File: src/rtl/mtc_cfg.svh
// Register offsets, field positions, reset values and timing constants of the misc timer bank.
`ifndef MTC_CFG_SVH
`define MTC_CFG_SVH

`define MTC_AW              8
`define MTC_OFF_TIMER_CFG   8'h8C
`define MTC_OFF_TIMER_CNT   8'h90
`define MTC_OFF_BYTE_ORDER  8'h98
`define MTC_OFF_TICK_COUNT  8'h9C
`define MTC_OFF_DROP_COUNT  8'hA0
`define MTC_OFF_IND_CMD     8'hA4
`define MTC_OFF_IND_DATA    8'hA8
`define MTC_OFF_HOST_WIDTH  8'hB0

`define MTC_BIT_TIMER_RUN   29
`define MTC_BIT_PENDING     31
`define MTC_BIT_DIRECTION   30
`define MTC_BIT_HOST16      0

`define MTC_TIMER_ONES      16'hFFFF
`define MTC_ORDER_BIG       32'hFFFF_FFFF
`define MTC_DROP_HALF_LO    32'h7FFF_FFFF
`define MTC_ZERO16          16'h0000
`define MTC_ZERO32          32'h0000_0000
`define MTC_ONE32           32'h0000_0001

`define MTC_TICK_CLR_NS     160

`endif

File: src/rtl/mtc_pkg.sv
// Types shared by the misc timer and counter register bank.
package mtc_pkg;

    typedef enum logic [1:0] {
        HS_IDLE,
        HS_REQ,
        HS_REL
    } mtc_hs_t;

    typedef struct packed {
        logic        req;
        logic        write;
        logic [7:0]  addr;
        logic [31:0] wdata;
    } mtc_mac_req_t;

    typedef struct packed {
        logic         gpt_run;
        logic [15:0]  timer_preload_field;
        logic [15:0]  timer_current_value;
        logic [31:0]  order;
        logic         host16;
        logic         big16;
        logic [31:0]  tick_cnt;
        logic [31:0]  tick_snap;
        logic         tick_held;
        logic [31:0]  drop_cnt;
        logic         pending;
        logic         dir_read;
        logic [7:0]   cmd_addr;
        logic [31:0]  mac_data;
        mtc_hs_t      hs;
        logic         ack_s1;
        logic         ack_s2;
        logic         ack_s3;
        logic         pready;
        logic         pslverr;
        logic [31:0]  prdata;
        logic         timer_evt;
        logic         drop_evt;
        mtc_mac_req_t mac;
    } mtc_state_t;

endpackage

File: src/rtl/mtc_regs.sv
// APB register bank with timer, tick counter, drop counter and indirect MAC access.
`timescale 1ns/1ps
`include "mtc_cfg.svh"
//
// Functional notes
// - Run bit set starts timer, clear halts it
// - Run falling edge forces preload to all ones
// - Preload is low sixteen bits, resets ones
// - Current count readable, resets to all ones
// - Timer raises periodic interrupt events
// - All-ones order word selects big-endian
// - Byte order matters only in 16-bit mode
// - Tick counter 32 bits, zero, increments
// - Tick counter wraps to zero, keeps counting
// - 16-bit reads latch count on first half
// - Tick counter clear may lag reset briefly
// - Tick counter runs in every power state
// - Drop counter counts discarded frames, resets zero
// - Reading drop counter clears it
// - Midpoint crossing of drop counter flags event
// - Pending bit starts transfer, self-clears when done
// - Read data valid once pending clears
// - Direction bit one reads, zero writes
// - Low byte selects MAC register, resets zero
// - Separate data register, resets zero
module mtc_regs (
    input  wire logic                 pclk,
    input  wire logic                 presetn,
    input  wire logic                 psel,
    input  wire logic                 penable,
    input  wire logic                 pwrite,
    input  wire logic [7:0]           paddr,
    input  wire logic [31:0]          pwdata,
    output logic                      pready,
    output logic                      pslverr,
    output logic [31:0]               prdata,
    input  wire logic                 tick_en,
    input  wire logic                 rx_frame_dropped,
    output logic                      timer_event,
    output logic                      drop_half_event,
    output logic                      big_endian_16,
    output mtc_pkg::mtc_mac_req_t     mac_req,
    input  wire logic                 mac_ack,
    input  wire logic [31:0]          mac_rdata
);

    localparam mtc_pkg::mtc_state_t ST_RST = '{
        timer_preload_field : `MTC_TIMER_ONES,
        timer_current_value  : `MTC_TIMER_ONES,
        hs       : mtc_pkg::HS_IDLE,
        default  : '0
    };

    mtc_pkg::mtc_state_t q;
    mtc_pkg::mtc_state_t d;

    // True when the address is one of the mapped words.
    function automatic logic is_mapped(input logic [7:0] a);
        case (a)
            `MTC_OFF_TIMER_CFG,
            `MTC_OFF_TIMER_CNT,
            `MTC_OFF_BYTE_ORDER,
            `MTC_OFF_TICK_COUNT,
            `MTC_OFF_DROP_COUNT,
            `MTC_OFF_IND_CMD,
            `MTC_OFF_IND_DATA,
            `MTC_OFF_HOST_WIDTH: is_mapped = 1'b1;
            default: is_mapped = 1'b0;
        endcase
    endfunction

    // Read view of a register, taken in the setup cycle.
    function automatic logic [31:0] read_word(input mtc_pkg::mtc_state_t s,
                                              input logic [7:0] a);
        logic [31:0] w;
        w = `MTC_ZERO32;
        case (a)
            `MTC_OFF_TIMER_CFG: begin
                w[15:0] = s.timer_preload_field;
                w[`MTC_BIT_TIMER_RUN] = s.gpt_run;
            end
            `MTC_OFF_TIMER_CNT: begin
                w[15:0] = s.timer_current_value;
            end
            `MTC_OFF_BYTE_ORDER: begin
                w = s.order;
            end
            `MTC_OFF_TICK_COUNT: begin
                // Second half of a split read sees the held copy.
                w = s.tick_held ? s.tick_snap : s.tick_cnt;
            end
            `MTC_OFF_DROP_COUNT: begin
                w = s.drop_cnt;
            end
            `MTC_OFF_IND_CMD: begin
                w[`MTC_BIT_PENDING] = s.pending;
                w[`MTC_BIT_DIRECTION] = s.dir_read;
                w[7:0] = s.cmd_addr;
            end
            `MTC_OFF_IND_DATA: begin
                w = s.mac_data;
            end
            `MTC_OFF_HOST_WIDTH: begin
                w[`MTC_BIT_HOST16] = s.host16;
            end
            default: begin
                w = `MTC_ZERO32;
            end
        endcase
        return w;
    endfunction

    logic        setup;
    logic        access;
    logic        wr_acc;
    logic        rd_acc;
    logic        ack_hi;
    logic        ack_lo;
    logic        run_new;
    logic [31:0] drop_base;

    always_comb begin
        d = q;
        d.pready = 1'b0;
        d.timer_evt = 1'b0;
        d.drop_evt = 1'b0;

        setup = psel & ~penable;
        access = psel & penable & q.pready;
        wr_acc = access & pwrite;
        rd_acc = access & ~pwrite;
        run_new = pwdata[`MTC_BIT_TIMER_RUN];

        // The first stage only feeds the second; the decision uses stages two and three.
        d.ack_s1 = mac_ack;
        d.ack_s2 = q.ack_s1;
        d.ack_s3 = q.ack_s2;
        ack_hi = q.ack_s2 & q.ack_s3;
        ack_lo = ~q.ack_s2 & ~q.ack_s3;

        // Answer is prepared during setup so that every APB output is a flop.
        if (setup) begin
            d.pready = 1'b1;
            d.pslverr = ~is_mapped(paddr);
            d.prdata = pwrite ? `MTC_ZERO32 : read_word(q, paddr);
        end

        // Free-running counter never gates on power state or register writes.
        if (tick_en) begin
            d.tick_cnt = q.tick_cnt + `MTC_ONE32;
        end

        // Timer decrements only while running.
        if (q.gpt_run && tick_en) begin
            if (q.timer_current_value == `MTC_ZERO16) begin
                d.timer_current_value = q.timer_preload_field;
                d.timer_evt = 1'b1;
            end else begin
                d.timer_current_value = q.timer_current_value - 16'h0001;
            end
        end

        if (wr_acc && paddr == `MTC_OFF_TIMER_CFG) begin
            d.gpt_run = run_new;
            d.timer_preload_field = pwdata[15:0];
            if (q.gpt_run && !run_new) begin
                d.timer_preload_field = `MTC_TIMER_ONES;
            end
            if (!q.gpt_run && run_new) begin
                d.timer_current_value = pwdata[15:0];
            end
        end

        if (wr_acc && paddr == `MTC_OFF_BYTE_ORDER) begin
            d.order = pwdata;
        end
        if (wr_acc && paddr == `MTC_OFF_HOST_WIDTH) begin
            d.host16 = pwdata[`MTC_BIT_HOST16];
        end
        // Order word is ignored unless the host bus is 16 bits wide.
        d.big16 = d.host16 & (d.order == `MTC_ORDER_BIG);

        // Latch on the first half, release on the second; 32-bit hosts see live counts.
        if (rd_acc && paddr == `MTC_OFF_TICK_COUNT) begin
            if (q.host16 && !q.tick_held) begin
                d.tick_snap = q.prdata;
                d.tick_held = 1'b1;
            end else begin
                d.tick_held = 1'b0;
            end
        end

        // Subtracting only what was reported keeps drops between setup and access.
        drop_base = q.drop_cnt;
        if (rd_acc && paddr == `MTC_OFF_DROP_COUNT) begin
            drop_base = q.drop_cnt - q.prdata;
        end
        if (rx_frame_dropped) begin
            d.drop_cnt = drop_base + `MTC_ONE32;
            if (drop_base == `MTC_DROP_HALF_LO) begin
                d.drop_evt = 1'b1;
            end
        end else begin
            d.drop_cnt = drop_base;
        end

        // Writes during a pending transfer are dropped to protect the request.
        if (wr_acc && paddr == `MTC_OFF_IND_CMD && !q.pending) begin
            d.dir_read = pwdata[`MTC_BIT_DIRECTION];
            d.cmd_addr = pwdata[7:0];
            d.pending = pwdata[`MTC_BIT_PENDING];
        end
        if (wr_acc && paddr == `MTC_OFF_IND_DATA && !q.pending) begin
            d.mac_data = pwdata;
        end

        // Four-phase handshake toward the MAC register space.
        case (q.hs)
            mtc_pkg::HS_IDLE: begin
                if (q.pending) begin
                    d.mac.req = 1'b1;
                    d.mac.write = ~q.dir_read;
                    d.mac.addr = q.cmd_addr;
                    d.mac.wdata = q.mac_data;
                    d.hs = mtc_pkg::HS_REQ;
                end
            end
            mtc_pkg::HS_REQ: begin
                if (ack_hi) begin
                    d.mac.req = 1'b0;
                    if (q.dir_read) begin
                        d.mac_data = mac_rdata;
                    end
                    d.hs = mtc_pkg::HS_REL;
                end
            end
            mtc_pkg::HS_REL: begin
                if (ack_lo) begin
                    d.pending = 1'b0;
                    d.hs = mtc_pkg::HS_IDLE;
                end
            end
            default: begin
                d.mac.req = 1'b0;
                d.hs = mtc_pkg::HS_IDLE;
            end
        endcase
    end

    // The tick counter clears at once under reset, well inside the allowed lag.
    always_ff @(posedge pclk or negedge presetn) begin
        if (!presetn) begin
            q <= ST_RST;
        end else begin
            q <= d;
        end
    end

    assign pready = q.pready;
    assign pslverr = q.pslverr;
    assign prdata = q.prdata;
    assign timer_event = q.timer_evt;
    assign drop_half_event = q.drop_evt;
    assign big_endian_16 = q.big16;
    assign mac_req = q.mac;

endmodule

File: config.mk
export PLATFORM = sky130hd
export DESIGN_NAME = mtc_regs
export DESIGN_NICKNAME = d
export VERILOG_FILES = /design/src/rtl/mtc_pkg.sv /design/src/rtl/mtc_regs.sv
export VERILOG_INCLUDE_DIRS = /design/src /design/src/rtl
export SDC_FILE = /design/constraint.sdc
export NUM_CORES = 1
export LEC_CHECK = 0
export BUFFER_PORTS_ARGS = -buffer_cell sky130_fd_sc_hd__buf_2
export CAP_MARGIN = 20
export CORE_MARGIN = 4
export CORE_UTILIZATION = 31
export DETAILED_ROUTE_END_ITERATION = 7
export PLACE_DENSITY_LB_ADDON = 0.25
export RECOVER_POWER = 25
export SETUP_SLACK_MARGIN = 0.4
export SLEW_MARGIN = 20
export SYNTH_ARGS = -nofsm -noshare
export SYNTH_HDL_FRONTEND = slang
export SYNTH_SLANG_ARGS = --single-unit
File: constraint.sdc
create_clock -name pclk -period 4.3 [get_ports pclk]
set_input_delay 0.86 -clock pclk [delete_from_list [all_inputs] [get_ports pclk]]
set_output_delay 0.86 -clock pclk [all_outputs]
set_load 0.01 [all_outputs]
---- After elaboration in Yosys (flattened, before gate mapping) ----
Cells that the tools add are included.
W data, S select, Z words.
storage, ports and cells
  bits in registers ....................... 289
  output and inout bits ................... 79
cells by class
  add/sub/neg operators ................... 4
  equal/unequal tests ..................... 15
  multiplexer cells ....................... 38
  bitwise gates (word level) .............. 15
  reductions and logical operators ........ 24
operator list
  operator                 number
  $mux W32                 8
  $mux W16                 5
  $mux W34                 2
  $add A32 B1 Y32 const B  2
  $eq A8 B8 Y1 const B     8
  $pmux W13 S4             1
  $pmux W7 S7              1
  $pmux W8 S6              1
  $mux W42                 1
  $eq A32 B31 Y1 const B   1
  $eq A32 B32 Y1 const B   1
  $sub A32 B32 Y32         1
  $logic_not A16 Y1        1
  $sub A16 B1 Y16 const B  1
  $logic_and A1 B1 Y1      13
  $mux W1                  11
  $mux W10                 1
  $pmux W2 S5              1
  $and A1 B1 Y1            8
  $pmux W1 S8              1
  $reduce_or A8 Y1         1
  $not A1 Y1               7
  $ne A2 B2 Y1 const B     3
  $pmux W2 S3              1
  other kinds (9)          15

---- Logic depth before layout (Yosys ltp) ----
  depth after elaboration ................. 9
  gate-level depth with buffers ........... 14
  mapped depth without buffers ............ 14

---- Worst setup path before layout ----
OpenSTA, ideal clock, no wires.
  kind .................................... input to register
  start point ............................. input paddr[1]
  end point ............................... register q[151] (netlist name)
  library setup time ...................... 79 ps
  arrival ................................. 3565 ps
  required time ........................... 4221 ps
  slack ................................... 656 ps
  stages on the path ...................... 12
  path buffers ............................ 1
  path through ............................ nor4b_4 and4_1 buf_4 mux2i_1 ha_1 nand2_1 nor4_4 o211ai_4 nor3b_4 nand3_2 nor2_1 xor2_1
RTL lines
  item                  RTL line         text
  start, declared       mtc_regs.sv:32   input wire logic [7:0] paddr,
  end signal, assigned  mtc_regs.sv:253  q <= ST_RST;
  end signal, assigned  mtc_regs.sv:255  q <= d;
  end, declared         mtc_regs.sv:54   mtc_pkg::mtc_state_t q;

==> results.py <==
metrics = {
    "power_and_ir_drop": {
        "p_int_mw": 5.016,
        "p_sw_frac": 0.3223,
        "p_comb_frac": 0.238,
        "pwr-share-clk": 0.356,
        "p_sw_mw": 2.385,
        "power.density_mw_per_mm2": 399.5,
        "p_leak_nw": 8.509,
        "ir_drop_v": 0.0003359,
        "p_seq_frac": 0.406,
    },
    "hold_path": {
        "min_path_type": "register to register",
    },
    "final_layout": {
        "utilization": 0.3525,
        "multiInputGateArea_mm2": 0.008112,
        "nFillCells": 5405,
        "area_delta_synth_final_pct": 12.49,
        "fin_cells": 2494,
        "nets": 1899,
        "seqCellArea_mm2": 0.007273,
        "final_cell_area_mm2": 0.01853,
        "drive_above_1_share": 0.2306,
    },
    "place": {
        "dp_slack_ps": 134.8,
        "dp_hpwl_mm": 42.19,
        "gp_congestion": 0.9132,
        "dp_cells": 2437,
        "placed_area_mm2": 0.01751,
        "port_buffers": 158,
    },
    "grt": {
        "grt.total_usage": 0.1894,
        "antenna_found_initial": 5,
        "grt_pass1_wl_mm": 83.97,
        "grt_max_degree": 103,
        "grt_pass1_vias": 13450,
        "overflow": 0,
    },
    "yosys": {
        "synth.distinct_cells": 77,
        "synth_common_cells": "257 x dfrtp_1, 217 x nand2_1, 160 x nor2_1, 119 x mux2_2, 84 x o21ai_0",
        "yosysTopAreaCell": "dfrtp_1",
        "netlist_area_mm2": 0.01647,
        "yosysMostFrequentCell": "dfrtp_1",
        "synth.ff_latch_count": 289,
        "synthCells": 1725,
        "synth.avg_cell_area_um2": 9.547,
        "synth_top_cell_area_share": 0.3905,
        "ys_warn_count": 0,
        "synth_area_leaders": "dfrtp_1 39%, mux2_2 8.1%, dfstp_2 5.1%",
        "async_reset_ff_frac": 1.000,
        "synth_edf_count": 0,
        "synth_top_flop_cell": "dfrtp_1",
        "synth_nets": 1841,
        "yosysSeqAreaShare": 0.4416,
    },
    "critical_path": {
        "cp_common_cell": "a211oi_1",
        "cp.required_ps": 4790,
        "cp.buffers_inverters": 1,
        "cpPeakStageDelay_ps": 490,
        "crit_chain": "ha_1 -> nand2_1 -> a211oi_1 -> o21ai_0 -> a211oi_1 -> or3_1 -> and4_1 -> a32o_1 -> nand4b_1 -> buf_4 -> nor3_1 -> xor2_1",
        "crit_fanout": 5,
        "cp-end-kind": "register",
        "crit_path_top_delay_cell": "a211oi_1",
        "critical_path_class": "register to register",
        "cp-start-kind": "register",
        "cp.arrival_ps": 4200,
        "crit_family": "compound AO/OA/AOI/OAI gates",
    },
    "detailed_routing": {
        "antenna_left": 0,
        "drc": 0,
        "routed_wl_mm": 56.04,
        "first_pass_iters": 6,
        "via_per_inst": 5.469,
        "wl_per_cell_um": 22.47,
        "drt_iter0_drc": 1169,
        "num_vias": 13640,
    },
    "floorplan": {
        "num_rows": 84,
        "dieWidth_um": 238.5,
        "start_util": 0.3134,
        "die_area_mm2": 0.05688,
        "coreArea_mm2": 0.05255,
        "die_y_um": 238.5,
        "pin_count": 159,
    },
    "status": {
        "violations": "max-capacitance violations, max-slew violations",
        "status": "finished with violations",
    },
    "clock_tree": {
        "cts_max_level": 1,
        "postCtsHoldBufs": 0,
        "cts_buffer_depth": 3,
        "cts_inserted_buffers": 31,
        "cts.sinks": 289,
        "clk_latency_ps": 570,
        "path_clk_slew_ps": 60,
        "cts_tree": "built",
        "cts-root-buf": "clkbuf_16",
    },
    "sta": {
        "period_needed_ps": 3707,
        "finalClockSkew_ps": 9.531,
        "setup_viol": 0,
        "fin_crit_sh": 0.8620,
        "setup_ws_ps": 593.4,
        "worstMarginPinSlew_ps": 2951,
        "relSlewSlack": -0.9673,
        "tns_ps": 0,
        "rsz0062_at_grt": "no",
        "fmax_ghz": 0.2698,
        "slew_viol_final": 100,
        "hold_viol": 0,
    },
    "run": {
        "cap_viol_max_count": 1,
    },
}
## what timing repair did
action                                  CTS  global route
gates resized for setup                   1             9
setup buffers                             0             1
endpoints found under the setup margin   14            14
pin swaps                                 0             1
## path summary, 6_finish.rpt
kind	startpoint	end	slack, ps	depth (start not counted)
max in group asynchronous	presetn	q[157]$_DFFE_PN0P_	1130	1
min in group asynchronous	presetn	prdata[27]$_DFFE_PN0P_	1170	1
min reg2reg	d[79]$_DFF_PN0_	d[78]$_DFF_PN0_	370	0
max	q[128]$_DFF_PN0_	q[154]$_DFF_PN0_	590	12
max reg2reg	q[128]$_DFF_PN0_	q[154]$_DFF_PN0_	590	12
min	d[79]$_DFF_PN0_	d[78]$_DFF_PN0_	370	0
## cell families after synthesis
| family | after synthesis | synth area share |
|---|---|---|
| DFF | 289 | 0.4416 |
| buffers and inverters | 219 | 0.06807 |
| muxes | 162 | 0.1078 |
| AOI/OAI and AO/OA | 373 | 0.1488 |
| xor gates and xnor gates | 83 | 0.04414 |
| and+or+nand+nor | 563 | 0.1618 |
| adders and majority gates | 36 | 0.02781 |
## power groups by stage
stage	clock, mW	sequential (mW)	combinational [mW]
2_1_floorplan	0	2.98	1.20
6_report	2.63	3.01	1.76
5_1_grt	2.82	3.02	1.93
3_3_place_gp	0	3.05	1.69
3_5_place_dp	0	3.05	1.70
4_1_cts	2.69	3.00	1.71
## state kept, by name (all words and copies together) (netlist names)
| name | cells |
|---|---|
| drop_half_event | 1 |
| prdata | 32 |
| d | 2 |
| big_endian_16 | 1 |
| pready | 1 |
| mac_req | 42 |
| q | 208 |
| timer_event | 1 |
| pslverr | 1 |
## layout by cell type, fill, tap and decap left out, types with 32 or more instances in the layout
cell / count
a211oi_1: 42
a21oi_1: 66
a31oi_1: 45
buf_2: 157
dfrtp_1: 256
dfstp_2: 32
ha_1: 35
inv_1: 53
mux2_2: 119
mux2i_1: 42
nand2_1: 217
nand3_1: 34
nor2_1: 160
o21ai_0: 80
xnor2_1: 48
xor2_1: 35
## area by class of cell
| class | count | area share |
|---|---|---|
| antenna | 2 | 0.0002702 |
| clock buffer | 48 | 0.05018 |
| clock inverter | 6 | 0.003107 |
| inverter | 53 | 0.01074 |
| multi-input combinational | 1217 | 0.4379 |
| sequential | 289 | 0.3926 |
| tap | 688 | 0.04647 |
| timing repair buffer | 191 | 0.05876 |
## routing by layer
layer	part of all wire	global-route usage	vias to the layer above
met5	0.00061	0	-
met4	0.039	0.06051	6
met1	0.43	0.2536	6857
met2	0.47	0.3108	454
li1	-	-	6209
met3	0.061	0.03664	114
## metrics by stage
stage | hold slack (ps) | power, mW
2_1_floorplan | 331.2 | 4.174
3_3_place_gp | 341.4 | 4.734
3_5_place_dp | 354.2 | 4.744
4_1_cts | 372.9 | 7.405
5_1_grt | 372.3 | 7.766
6_report | 365.6 | 7.402
(Power assumes the default switching activity.)
